<file path="src/strap_cfg_pkg.sv">
// constants and types for the board strap configuration block
// assumes a 40 MHz system clock and a 32-bit apb register bus
package strap_cfg_pkg;

  // ----------------------------------------------------------------
  // operating modes, decoded from the two mode switches
  // ----------------------------------------------------------------
  typedef enum logic [1:0] {
    normal_operating_mode = 2'b00, // flow loaded from flash
    legacy_compat_mode = 2'b01, // fixed flow, source switch read
    standalone_mode_a = 2'b10, // fixed flow, internal loop
    integration_test_mode = 2'b11 // timing switches ignored
  } operating_mode_sel_t;

  // ----------------------------------------------------------------
  // switch positions in the strap word (bit n is switch n+1, on = 1)
  // ----------------------------------------------------------------
  localparam int SW_PCM_MASTER = 0;
  localparam int SW_NIBBLE_MASTER = 1;
  localparam int SW_RATE_ADAPTER_PARAM = 2;
  localparam int SW_TRUNC = 3;
  localparam int SW_SRC_SEL = 4;
  localparam int SW_MODE_HI = 6;
  localparam int SW_MODE_LO = 7;

  // ----------------------------------------------------------------
  // register byte offsets
  // ----------------------------------------------------------------
  localparam logic [7:0] OFS_STATUS = 8'h00; // captured straps and derived settings
  localparam logic [7:0] OFS_CTRL = 8'h04; // clock reference and level control
  localparam logic [7:0] OFS_ADD_CNT = 8'h08; // samples added, write clears
  localparam logic [7:0] OFS_DROP_CNT = 8'h0c; // samples dropped, write clears
  localparam logic [31:0] CTRL_RESET = 32'h0000_0000;
  localparam int CTRL_CLK_REF = 0; // 0 analog port, 1 pcm port
  localparam int CTRL_MUTE = 1;
  localparam int CTRL_GAIN_LO = 8; // signed gain in dB, 7 bits
  localparam int CTRL_GAIN_HI = 14;

  // ----------------------------------------------------------------
  // timing
  // ----------------------------------------------------------------
  localparam int CLK_PERIOD_NS = 25;
  localparam int T_SAMPLE_NORMAL_OPERATING_MODE_NS = 125000; // 8 ksps
  localparam int T_SAMPLE_TRUNC_NS = 150000; // 6.67 ksps
  localparam int T_FRAME_NORMAL_OPERATING_MODE_MS = 20;
  localparam int T_FRAME_TRUNC_MS = 24;
  localparam int NIB_RATE_NORMAL_OPERATING_MODE_HZ = 9600;
  localparam int NIB_RATE_TRUNC_HZ = 8000;
  localparam int CLK_HZ = 1000000000 / CLK_PERIOD_NS;
  localparam int SAMPLE_NORMAL_OPERATING_MODE_CYC = T_SAMPLE_NORMAL_OPERATING_MODE_NS / CLK_PERIOD_NS;
  localparam int SAMPLE_TRUNC_CYC = T_SAMPLE_TRUNC_NS / CLK_PERIOD_NS;
  localparam int FRAME_NORMAL_OPERATING_MODE_CYC = T_FRAME_NORMAL_OPERATING_MODE_MS * (1000000 / CLK_PERIOD_NS);
  localparam int FRAME_TRUNC_CYC = T_FRAME_TRUNC_MS * (1000000 / CLK_PERIOD_NS);
  localparam int NIB_HALF_NORMAL_OPERATING_MODE_CYC = CLK_HZ / (2 * NIB_RATE_NORMAL_OPERATING_MODE_HZ);
  localparam int NIB_HALF_TRUNC_CYC = CLK_HZ / (2 * NIB_RATE_TRUNC_HZ);
  localparam int SAMPLES_PER_FRAME = 160; // same in both timing modes
  localparam int GAIN_MIN_DB = -36;
  localparam int GAIN_MAX_DB = 21;

endpackage : strap_cfg_pkg

</file>
<file path="src/vocoder_board_strap_config.sv">
// power-up strap capture, derived board settings, internal timing,
// sample add/drop reporting and apb register access
// assumes straps and external timing strobes arrive asynchronously
//
// Contract
// - straps sampled once, later changes ignored
// - pcm master switch picks pcm timing source
// - nibble master switch picks nibble timing source
// - rate adapter needs switch and truncated mode
// - truncated switch picks starting timing mode
// - test mode ignores adapter and truncated switches
// - source switch read only in legacy mode
// - source switch on routes pcm, off codec
// - two mode switches decode four operating modes
// - internal sample rate 8 or 6.67 ksps
// - compressed frames every 20 or 24 ms
// - nibble clock 9600 or 8000 Hz
// - external clocking ignores internal rate parameters
// - linear task timed from selected reference port
// - adapter resamples pcm to truncated rate
// - codec rate shifts to truncated rate internally
// - external nibble timing adds or drops samples
// - error pulse per add/drop, readable counters
// - normal mode loads flash flow, others fixed
// - gain adjustable from -36 to +21 dB
`timescale 1ns/1ps
module vocoder_board_strap_config #(
  parameter int SAMPLE_NORMAL_OPERATING_MODE_CYC = strap_cfg_pkg::SAMPLE_NORMAL_OPERATING_MODE_CYC,
  parameter int SAMPLE_TRUNC_CYC = strap_cfg_pkg::SAMPLE_TRUNC_CYC,
  parameter int FRAME_NORMAL_OPERATING_MODE_CYC = strap_cfg_pkg::FRAME_NORMAL_OPERATING_MODE_CYC,
  parameter int FRAME_TRUNC_CYC = strap_cfg_pkg::FRAME_TRUNC_CYC,
  parameter int CNT_W = 16
) (
  input wire logic i_clk,
  input wire logic i_sys_rst,
  input wire logic i_ce,
  input wire logic [7:0] i_sw, // board switches, on = 1
  input wire logic i_ext_pcm_fsync, // pcm frame strobe from host
  input wire logic i_ext_nib_frame, // nibble frame strobe from host
  input wire logic i_psel,
  input wire logic i_penable,
  input wire logic i_pwrite,
  input wire logic [7:0] i_paddr,
  input wire logic [31:0] i_pwdata,
  output logic [31:0] o_prdata,
  output logic o_pready,
  output logic o_pslverr,
  output logic o_cfg_valid,
  output logic [1:0] o_operating_mode,
  output logic o_pcm_timing_master,
  output logic o_nibble_timing_source_sel,
  output logic o_truncated_mode,
  output logic o_rate_adapter_en,
  output logic o_codec_trunc_rate,
  output logic o_voice_from_pcm,
  output logic o_flow_from_flash,
  output logic o_flow_fixed,
  output logic o_pcm_fsync,
  output logic o_nib_clk,
  output logic o_nib_frame,
  output logic o_lin_task_tick,
  output logic o_err_pulse,
  output logic [6:0] o_gain_db,
  output logic o_gain_mute
);

  // ----------------------------------------------------------------
  // helpers
  // ----------------------------------------------------------------
  // clamp a signed gain request into the supported range
  function automatic logic [6:0] clamp_gain(input logic [6:0] g);
    logic signed [6:0] s, lo, hi; // bounds kept signed so the compare is signed
    s = $signed(g);
    lo = 7'(strap_cfg_pkg::GAIN_MIN_DB);
    hi = 7'(strap_cfg_pkg::GAIN_MAX_DB);
    if (s < lo) clamp_gain = lo;
    else if (s > hi) clamp_gain = hi;
    else clamp_gain = g;
  endfunction : clamp_gain

  // rising edge of a synchronised strobe
  function automatic logic rise(input logic now, input logic was);
    rise = now & ~was;
  endfunction : rise

  // ----------------------------------------------------------------
  // pin synchronisers
  // ----------------------------------------------------------------
  logic [7:0] sw_meta_q; // first stage, read only by the second
  logic [7:0] sw_sync_q;
  logic [1:0] strb_meta_q; // pcm, nibble strobes
  logic [1:0] strb_sync_q;
  logic [1:0] strb_prev_q; // for edge detection on the settled stage

  // not reset: they must carry the pins through reset so the capture
  // after release sees settled switch levels
  always_ff @(posedge i_clk) begin
    if (i_ce) begin
      sw_meta_q <= i_sw;
      sw_sync_q <= sw_meta_q;
      strb_meta_q <= {i_ext_nib_frame, i_ext_pcm_fsync};
      strb_sync_q <= strb_meta_q;
    end
  end

  always_ff @(posedge i_clk) begin
    if (i_sys_rst) begin
      strb_prev_q <= 2'h0;
    end else if (i_ce) begin
      strb_prev_q <= strb_sync_q;
    end
  end

  logic ext_pcm_edge;
  logic ext_nib_edge;
  assign ext_pcm_edge = rise(strb_sync_q[0], strb_prev_q[0]);
  assign ext_nib_edge = rise(strb_sync_q[1], strb_prev_q[1]);

  // ----------------------------------------------------------------
  // one-shot strap capture
  // ----------------------------------------------------------------
  logic [7:0] strap_q; // held until the next power-up reset
  logic cap_done_q;

  // captured on the first enabled edge after release, never again
  always_ff @(posedge i_clk) begin
    if (i_sys_rst) begin
      cap_done_q <= 1'b0;
      strap_q <= 8'h00;
    end else if (i_ce && !cap_done_q) begin
      cap_done_q <= 1'b1;
      strap_q <= sw_sync_q;
    end
  end

  // ----------------------------------------------------------------
  // derived settings
  // ----------------------------------------------------------------
  strap_cfg_pkg::operating_mode_sel_t mode; // operating_mode_sel
  logic is_test;
  logic is_legacy;
  logic trunc_mode;
  logic pcm_master;
  logic nibble_timing_source_sel;

  // first mode switch is the high bit of the mode code
  assign mode = strap_cfg_pkg::operating_mode_sel_t'(
    {strap_q[strap_cfg_pkg::SW_MODE_HI], strap_q[strap_cfg_pkg::SW_MODE_LO]});
  assign is_test = (mode == strap_cfg_pkg::integration_test_mode);
  assign is_legacy = (mode == strap_cfg_pkg::legacy_compat_mode);
  // test mode drops both timing switches
  assign trunc_mode = strap_q[strap_cfg_pkg::SW_TRUNC] & ~is_test;
  assign pcm_master = strap_q[strap_cfg_pkg::SW_PCM_MASTER];
  assign nibble_timing_source_sel = strap_q[strap_cfg_pkg::SW_NIBBLE_MASTER];
  // the reserved switch (bit 5) is carried in status only

  assign o_cfg_valid = cap_done_q;
  assign o_operating_mode = mode;
  assign o_pcm_timing_master = pcm_master;
  assign o_nibble_timing_source_sel = nibble_timing_source_sel;
  assign o_truncated_mode = trunc_mode;
  // the adapter itself lives in the pcm datapath; this enables it
  assign o_rate_adapter_en = strap_q[strap_cfg_pkg::SW_RATE_ADAPTER_PARAM] & trunc_mode
    & ~is_test;
  assign o_codec_trunc_rate = trunc_mode;
  // source switch only has meaning in legacy mode
  assign o_voice_from_pcm = is_legacy & strap_q[strap_cfg_pkg::SW_SRC_SEL];
  assign o_flow_from_flash = cap_done_q
    & (mode == strap_cfg_pkg::normal_operating_mode);
  assign o_flow_fixed = cap_done_q & ~o_flow_from_flash;

  // ----------------------------------------------------------------
  // control register
  // ----------------------------------------------------------------
  logic [31:0] ctrl_q; // linear_task_clock_ref, mute and gain
  logic wr_en;
  logic rd_en;
  assign wr_en = i_psel & i_penable & i_pwrite;
  assign rd_en = i_psel & i_penable & ~i_pwrite;

  // software writes steer the clock reference and the level stage
  always_ff @(posedge i_clk) begin
    if (i_sys_rst) begin
      ctrl_q <= strap_cfg_pkg::CTRL_RESET;
    end else if (i_ce && wr_en && i_paddr == strap_cfg_pkg::OFS_CTRL) begin
      ctrl_q <= i_pwdata;
    end
  end

  // level stage: out-of-range requests are clamped, not wrapped
  always_ff @(posedge i_clk) begin
    if (i_sys_rst) begin
      o_gain_db <= 7'h00;
      o_gain_mute <= 1'b0;
    end else if (i_ce) begin
      o_gain_db <= clamp_gain(ctrl_q[strap_cfg_pkg::CTRL_GAIN_HI:
        strap_cfg_pkg::CTRL_GAIN_LO]);
      o_gain_mute <= ctrl_q[strap_cfg_pkg::CTRL_MUTE];
    end
  end

  // ----------------------------------------------------------------
  // internal timebase: sample, frame and nibble clock dividers
  // ----------------------------------------------------------------
  logic [15:0] smp_cnt_q;
  logic [19:0] frm_cnt_q;
  logic [11:0] nib_cnt_q;
  logic smp_tick;
  logic frm_tick;
  logic [15:0] smp_last;
  logic [19:0] frm_last;
  logic [11:0] nib_last;

  assign smp_last = trunc_mode ? 16'(SAMPLE_TRUNC_CYC - 1)
    : 16'(SAMPLE_NORMAL_OPERATING_MODE_CYC - 1);
  assign frm_last = trunc_mode ? 20'(FRAME_TRUNC_CYC - 1)
    : 20'(FRAME_NORMAL_OPERATING_MODE_CYC - 1);
  assign nib_last = trunc_mode ? 12'(strap_cfg_pkg::NIB_HALF_TRUNC_CYC - 1)
    : 12'(strap_cfg_pkg::NIB_HALF_NORMAL_OPERATING_MODE_CYC - 1);
  assign smp_tick = cap_done_q && (smp_cnt_q == smp_last);
  assign frm_tick = cap_done_q && (frm_cnt_q == frm_last);

  // codec sample divider always runs: it clocks the analog port
  always_ff @(posedge i_clk) begin
    if (i_sys_rst) begin
      smp_cnt_q <= 16'h0000;
    end else if (i_ce && cap_done_q) begin
      smp_cnt_q <= smp_tick ? 16'h0000 : smp_cnt_q + 16'h0001;
    end
  end

  // frame and nibble dividers only run when this end masters nibbles
  always_ff @(posedge i_clk) begin
    if (i_sys_rst) begin
      frm_cnt_q <= 20'h00000;
      nib_cnt_q <= 12'h000;
      o_nib_clk <= 1'b0;
    end else if (i_ce && cap_done_q && nibble_timing_source_sel) begin
      frm_cnt_q <= frm_tick ? 20'h00000 : frm_cnt_q + 20'h00001;
      if (nib_cnt_q == nib_last) begin
        nib_cnt_q <= 12'h000;
        o_nib_clk <= ~o_nib_clk;
      end else begin
        nib_cnt_q <= nib_cnt_q + 12'h001;
      end
    end
  end

  // strobes out: registered; nibble frame and pcm fsync quiet when the host owns their timing
  always_ff @(posedge i_clk) begin
    if (i_sys_rst) begin
      o_nib_frame <= 1'b0;
      o_pcm_fsync <= 1'b0;
      o_lin_task_tick <= 1'b0;
    end else if (i_ce) begin
      o_nib_frame <= nibble_timing_source_sel & frm_tick;
      o_pcm_fsync <= pcm_master & smp_tick;
      // pcm reference follows whichever end times the pcm port
      if (ctrl_q[strap_cfg_pkg::CTRL_CLK_REF]) begin
        o_lin_task_tick <= pcm_master ? smp_tick : ext_pcm_edge;
      end else begin
        o_lin_task_tick <= smp_tick;
      end
    end
  end

  // ----------------------------------------------------------------
  // drift tracking against external nibble frames
  // ----------------------------------------------------------------
  logic drift_on;
  logic [8:0] frm_smp_q; // codec samples since last host frame
  logic armed_q; // a first host frame has been seen
  logic add_evt;
  logic drop_evt;

  // only meaningful when the host times nibbles and audio is analog
  assign drift_on = cap_done_q & ~nibble_timing_source_sel
    & ~ctrl_q[strap_cfg_pkg::CTRL_CLK_REF];
  assign add_evt = drift_on & armed_q & ext_nib_edge
    & (frm_smp_q < 9'(strap_cfg_pkg::SAMPLES_PER_FRAME));
  assign drop_evt = drift_on & armed_q & ext_nib_edge
    & (frm_smp_q > 9'(strap_cfg_pkg::SAMPLES_PER_FRAME));

  // counts saturate so a stopped host clock cannot wrap the count
  always_ff @(posedge i_clk) begin
    if (i_sys_rst) begin
      frm_smp_q <= 9'h000;
      armed_q <= 1'b0;
    end else if (i_ce) begin
      if (!drift_on) begin
        frm_smp_q <= 9'h000;
        armed_q <= 1'b0;
      end else if (ext_nib_edge) begin
        frm_smp_q <= {8'h00, smp_tick};
        armed_q <= 1'b1;
      end else if (smp_tick && frm_smp_q != 9'h1ff) begin
        frm_smp_q <= frm_smp_q + 9'h001;
      end
    end
  end

  // ----------------------------------------------------------------
  // error pulse and add/drop counters
  // ----------------------------------------------------------------
  logic [CNT_W-1:0] add_cnt_q;
  logic [CNT_W-1:0] drop_cnt_q;
  logic clr_add;
  logic clr_drop;
  assign clr_add = wr_en && i_paddr == strap_cfg_pkg::OFS_ADD_CNT;
  assign clr_drop = wr_en && i_paddr == strap_cfg_pkg::OFS_DROP_CNT;

  // an event in the clearing cycle wins and is counted from zero
  always_ff @(posedge i_clk) begin
    if (i_sys_rst) begin
      add_cnt_q <= '0;
      drop_cnt_q <= '0;
      o_err_pulse <= 1'b0;
    end else if (i_ce) begin
      o_err_pulse <= add_evt | drop_evt;
      if (add_evt) add_cnt_q <= (clr_add ? '0 : add_cnt_q) + 1'b1;
      else if (clr_add) add_cnt_q <= '0;
      if (drop_evt) drop_cnt_q <= (clr_drop ? '0 : drop_cnt_q) + 1'b1;
      else if (clr_drop) drop_cnt_q <= '0;
    end
  end

  // ----------------------------------------------------------------
  // apb slave: zero wait states, unmapped offsets answer with slverr
  // ----------------------------------------------------------------
  logic mapped;
  assign mapped = (i_paddr == strap_cfg_pkg::OFS_STATUS)
    || (i_paddr == strap_cfg_pkg::OFS_CTRL)
    || (i_paddr == strap_cfg_pkg::OFS_ADD_CNT)
    || (i_paddr == strap_cfg_pkg::OFS_DROP_CNT);
  assign o_pready = 1'b1;
  assign o_pslverr = i_psel & i_penable & ~mapped;

  // read data is combinational from the selected register
  always_comb begin
    o_prdata = 32'h0000_0000;
    if (rd_en) begin
      unique case (i_paddr)
        strap_cfg_pkg::OFS_STATUS: o_prdata = {16'h0000, o_flow_from_flash,
          o_voice_from_pcm, nibble_timing_source_sel, pcm_master, o_rate_adapter_en,
          trunc_mode, mode, strap_q};
        strap_cfg_pkg::OFS_CTRL: o_prdata = ctrl_q;
        strap_cfg_pkg::OFS_ADD_CNT: o_prdata = 32'(add_cnt_q);
        strap_cfg_pkg::OFS_DROP_CNT: o_prdata = 32'(drop_cnt_q);
        default: o_prdata = 32'h0000_0000;
      endcase
    end
  end
endmodule : vocoder_board_strap_config

</file>
<file path="config.mk">
export PLATFORM = sky130hd
export DESIGN_NAME = vocoder_board_strap_config
export DESIGN_NICKNAME = d
export VERILOG_FILES = /design/src/strap_cfg_pkg.sv /design/src/vocoder_board_strap_config.sv
export SDC_FILE = /design/constraint.sdc
export NUM_CORES = 1
export LEC_CHECK = 0
export ABC_CLOCK_PERIOD_IN_PS = 3100
export BUFFER_PORTS_ARGS = -buffer_cell sky130_fd_sc_hd__buf_2
export CELL_PAD_IN_SITES_DETAIL_PLACEMENT = 1
export CELL_PAD_IN_SITES_GLOBAL_PLACEMENT = 1
export CORE_ASPECT_RATIO = 1.5
export CORE_MARGIN = 3
export CORE_UTILIZATION = 30
export DETAILED_ROUTE_END_ITERATION = 10
export MAX_ROUTING_LAYER = met4
export PLACE_DENSITY_LB_ADDON = 0.1
export SYNTH_ARGS = -nofsm -noshare
export SYNTH_HDL_FRONTEND = slang
export SYNTH_SLANG_ARGS = --single-unit
</file>
<file path="constraint.sdc">
create_clock -name i_clk -period 3.1 [get_ports i_clk]
set_clock_uncertainty 0.2 [all_clocks]
set_input_delay 0.465 -clock i_clk [delete_from_list [all_inputs] [get_ports i_clk]]
set_output_delay 0.465 -clock i_clk [all_outputs]
set_load 0.1 [all_outputs]
</file>
### Word level (Yosys, flattened, before mapping)

Cells that the tools add are included.

* $add $sub $neg: 6
* $lt $le $gt $ge: 4
* equality and inequality tests: 11
* mux-type cells: 21
* bitwise gates (word level): 30
* reduce and logical (&&, ||, !) cells: 19

Operator list (number)
* $pmux W32 S4: 1
* $mux W16: 5
* $add A16 B1 Y16 const B: 3
* $mux W9: 4
* $mux W32: 1
* $add A20 B1 Y20 const B: 1
* $and A1 B1 Y1: 20
* $eq A20 B20 Y1: 1
* $mux W20: 1
* $mux W18: 1
* $eq A16 B13 Y1: 1
* $eq A8 B4 Y1 const B: 2
* $mux W7: 2
* $add A12 B1 Y12 const B: 1
* $eq A12 B12 Y1: 1
* $mux W12: 1
* $mux W11: 1
* $logic_and A1 B1 Y1: 10
* $add A9 B1 Y9 const B: 1
* $gt A9 B8 Y1 const B: 1
* $lt A9 B8 Y1 const B: 1
* $ne A9 B9 Y1 const B: 1
* $not A1 Y1: 9
* $eq A8 B3 Y1 const B: 1
* other kinds (13): 20

* register bits after elaboration: 166
* bits of input ports: 56
* output and inout bits: 58

### Longest topological paths before layout

* depth after elaboration: 10
* depth in mapped cells: 9
* gate-level depth less buffers: 9

### Least setup slack after synthesis

OpenSTA, ideal clock, no wires.

* path kind: flip-flop to output port
* start: register cap_done_q, in the netlist o_cfg_valid
* end: output port o_prdata[15]
* arrival: 4.923 ns
* path slack: -2.488 ns
* stages on the path, launching flop included: 5
* cells stage by stage: dfxtp_1 -> clkbuf_1 -> nor3b_1 -> mux4_2 -> and2_1

* word-level cells in the longest chain between the ends: 3

RTL lines
* from (decl): RTL line vocoder_board_strap_config.sv:123 `logic cap_done_q;`
* from (signal assigned): RTL line vocoder_board_strap_config.sv:128 `cap_done_q <= 1'b0;`
* from (signal assigned): RTL line vocoder_board_strap_config.sv:131 `cap_done_q <= 1'b1;`
* $and A1 B1 Y1: RTL line vocoder_board_strap_config.sv:169 `& (mode == strap_cfg_pkg::normal_operating_mode);`
* named net o_flow_from_flash: RTL line vocoder_board_strap_config.sv:56 `output logic o_flow_from_flash,`
* $pmux W32 S4: RTL line vocoder_board_strap_config.sv:342 `unique case (i_paddr)`
* $mux W32: RTL line vocoder_board_strap_config.sv:341 `if (rd_en) begin`
* to (decl): RTL line vocoder_board_strap_config.sv:45 `output logic [31:0] o_prdata,`

The timed path passes the listed nets, and every way through them passes these cells.

### Final worst setup path

* start: register strap_q[3]
* end: output port o_prdata[11]

* word-level cells in the longest chain between the ends: 5

RTL lines
* from (decl): RTL line vocoder_board_strap_config.sv:122 `logic [7:0] strap_q;`
* from (signal assigned): RTL line vocoder_board_strap_config.sv:132 `strap_q <= sw_sync_q;`
* $and A1 B1 Y1: RTL line vocoder_board_strap_config.sv:152 `assign trunc_mode = strap_q[strap_cfg_pkg::SW_TRUNC] & ~is_test;`
* $and A1 B1 Y1: RTL line vocoder_board_strap_config.sv:163 `assign o_rate_adapter_en = strap_q[strap_cfg_pkg::SW_RATE_ADAPTER_PARAM] & trunc_mode`
* $and A1 B1 Y1: RTL line vocoder_board_strap_config.sv:164 `& ~is_test;`
* $pmux W32 S4: RTL line vocoder_board_strap_config.sv:342
* $mux W32: RTL line vocoder_board_strap_config.sv:341

Every way passes these cells.

==> flow_summary_export.csv <==
group,metric,value,unit
route,drc,0,
pwr,p_sw_share,27.6,%
grt,met2_usage,33.1,%
synthesis,postSynthAreaPerCell,8.94,sq um
synthesis,netlist_area,8110,sq um
route,drt-total-wl,25900,um
pwr,powerDensity,463,nW/um^2
layout,n_fill_cell,3046,
cts,clockBufferDepth,2,
die,ios,114,
die,start_util,30.5,%
synthesis,synth_edf_count,20,
pwr,power.leakage,3.91,nW
grt,antenna_found_initial,1,
cts,cts_resized,0,
route,ant_nets,0,
die,dieArea,29100,sq um
pwr,comb_power_share,7.3,%
timing,timing.final.ws_setup,0.224,ns
setup_path,crit_type,"flop to primary output",
route,vias_per_cell,5.15,
setup_path,end_kind,"primary output",
cts,holdBufCountCts,10,
cts,clk_latency,0.45,ns
setup_path,start_kind,"flop",
grt,grt_pass1_wl,41400,um
timing,period_share,92.8,%
timing,rsz0062_at_grt,"no",
outcome,status,"finished, final reports clean",
synthesis,ys_ff_latch,166,
pwr,p_int,3.49,mW
timing,hold_viol_final,0,
grt,met1_usage,20.2,%
grt,top_usage_layer,"met2",
synthesis,synth.distinct_cells,70,
die,dieHeight,207,um
layout,seq_area,3530,sq um
setup_path,cp_slowest_stage_delay,0.52,ns
placed_design,hpwl,19100,um
grt,grt_overflow,0,
cts,path_clk_slew,0.07,ns
layout,multi_input_area,4360,sq um
layout,synthToLayoutAreaGrowth,28.3,%
cts,cts_tree,"yes",
synthesis,syn_inst,907,
route,wl_per_cell,18.8,um
timing,max-slew-margin-rel,60.0,%
layout,layout_common_cells,"145 x dfxtp_1, 122 x nand2_1, 97 x nor2_1",
pwr,power_frac_clock,46.4,%
setup_path,crit_slowest_cell,"a21boi_4",
pwr,ir_worst_vdd,0.353,mV
die,num_rows,73,
setup_path,r2r_start,"o_cfg_valid",
setup_path,cp.arrival,2.21,ns
setup_path,cp_max_fo,9,
grt,use_met3,3.94,%
placed_design,place_area,9680,sq um
pwr,p_seq_share,46.4,%
placed_design,place.gp.congestion,0.793,
layout,fin_area,10400,sq um
route,initialDrtViolationCount,195,
setup_path,cp.buffers_inverters,1,
timing,finalSetupViolCount,0,
setup_path,crit_chain,"a21boi_4, and2_4, mux4_2, and2_2, buf_12",
synthesis,synth_seq_area_share,43.5,%
timing,slew_violations,0,
route,vias,7119,
grt,grt_usage,18.7,%
die,core-area,26600,sq um
cts,cts_root_buf,"clkbuf_16",
synthesis,ys_warn_count,0,
cts,cts_buffers,17,
grt,grt_max_degree,107,
synthesis,syn-num-nets,971,
layout,drive_above_1_share,23.4,%
job,maxCapViolations,0,
synthesis,synthArstFlopShare,0,%
route,dr.pass1.iters,4,
min_path,min_path_type,"input port to flop",
setup_path,cpLargestDelayFamily,"compound AO/OA/AOI/OAI gates",
timing,fmax,348,MHz
cts,clkSinkCount,166,
min_path,min_from,"i_pwdata[16]",
placed_design,port_buffers,112,
timing,tightest_slew,0.595,ns
synthesis,synth_ff_type,"dfxtp_1",
die,die_width,140,um
layout,layout_commonest_cell,"dfxtp_1",
setup_path,required,2.43,ns
setup_path,r2r_setup_slack,0.40,ns
timing,period_minus_slack,2.88,ns
cts,post-cts-setup-buffers,0,
layout,diodes,0,
grt,grt_pass1_vias,7434,
placed_design,pre_cts_slack,0.249,ns
layout,nNetsFinal,1095,
setup_path,crit_path_start,"strap_q[3]",
pwr,switchingPower,1.33,mW
cts,h-tree-depth,4,
-- tightest hold or removal path, delay by kind of cell --
family | cells | cell delay [ns]
buf+inv | 1 | 0.09
simple gates | 1 | 0.04
compound gates | 1 | 0.05
-- per-layer routing --
metal  up-vias  routed length [um]  share of wire (%)
li1       3488                   -                  -
met4         0                 809                3.1
met1      3477               10400                 40
met5         -                   0                  0
met2       115               13800                 53
met3        39                 932                3.6
-- area by class of cell --
class	count	area share, %
multi-input combinational	676	41.9
sequential	166	33.9
timing repair buffer	155	13.6
clock buffer	17	4.09
tap	337	4.05
clock inverter	15	1.92
inverter	15	0.541
-- cells in the mapped netlist, types with 3 or more instances --
cell / n / area share (%)
a211oi_1: 10 / 0.93
a21o_1: 4 / 0.37
a21oi_1: 72 / 4.4
a31o_2: 5 / 0.54
a31oi_1: 3 / 0.23
and2_1: 37 / 2.9
and3_1: 35 / 2.7
and4_1: 7 / 0.76
and4b_1: 6 / 0.74
buf_1: 6 / 0.28
buf_4: 5 / 0.46
clkbuf_1: 35 / 1.6
dfxtp_1: 146 / 36
edfxtp_1: 20 / 7.4
ha_1: 8 / 1.2
inv_1: 15 / 0.69
mux2_1: 3 / 0.42
mux2_2: 9 / 1.2
mux2i_1: 15 / 1.9
mux4_2: 16 / 4.4
nand2_1: 122 / 5.6
nand2b_1: 5 / 0.39
nand3_1: 32 / 2.0
nand3b_1: 3 / 0.28
nand4_1: 33 / 2.5
nor2_1: 97 / 4.5
nor2b_1: 11 / 0.85
nor3_1: 18 / 1.1
nor3b_1: 4 / 0.37
nor4_1: 9 / 0.69
nor4bb_1: 4 / 0.49
o211ai_1: 5 / 0.46
o21ai_0: 6 / 0.37
or2_2: 5 / 0.39
or3_1: 4 / 0.31
xnor2_1: 15 / 1.6
xor2_1: 31 / 3.3
-- path summary, 6_finish.rpt --
check / endpoint / cells after the start
worst max-delay path: o_prdata[11] / 5
worst min-delay path: ctrl_q[16] / 3
worst max register to register: add_cnt_q[13] / 5
worst min register to register: strb_sync_q[0] / 0
-- metrics by stage --
step                      total power, mW  utilization (%)  cells  TNS (ns)  hold WS (ns)
final                                4.82             39.2   1381         0        0.0470
after global routing                 4.99             39.2   1381         0        0.0443
after CTS                            4.91             39.2   1381         0        0.0203
after detailed placement             2.63             36.4   1339         0         0.208
after global placement               2.63             36.4   1339         0         0.204
after floorplan                      2.51                -    907    -0.140         0.200
-- state kept, by name (all words and copies together), names as in the netlist --
| signal | count |
|---|---|
| add_cnt_q | 16 |
| armed_q | 1 |
| ctrl_q | 32 |
| drop_cnt_q | 16 |
| frm_cnt_q | 20 |
| frm_smp_q | 9 |
| nib_cnt_q | 12 |
| o_cfg_valid | 1 |
| o_err_pulse | 1 |
| o_gain_db | 7 |
| o_gain_mute | 1 |
| o_lin_task_tick | 1 |
| o_nib_clk | 1 |
| o_nib_frame | 1 |
| o_pcm_fsync | 1 |
| smp_cnt_q | 16 |
| strap_q | 8 |
| strb_meta_q | 2 |
| strb_prev_q | 2 |
| strb_sync_q | 2 |
| sw_meta_q | 8 |
| sw_sync_q | 8 |
-- power groups by stage --
stage               sequential (mW)  clock, mW  combinational [mW]
floorplan                      2.32          0               0.188
finish                         2.23       2.24               0.350
global placement               2.28          0               0.345
global route                   2.24       2.37               0.378
detailed placement             2.29          0               0.346
CTS                            2.24       2.31               0.357
-- logic make-up (layout without fill, tap and decap cells) --
family | after synthesis | in the layout | synth area share, %
compound gates | 131 | 131 | 10.4
xor+xnor | 46 | 46 | 4.97
fa+ha+maj | 8 | 8 | 1.23
buf+inv | 65 | 202 | 3.46
flops | 166 | 166 | 43.5
mux | 43 | 43 | 7.96
other cells | 1 | 1 | 0.0462
simple gates | 447 | 447 | 28.5
(Power assumes the default switching activity.)
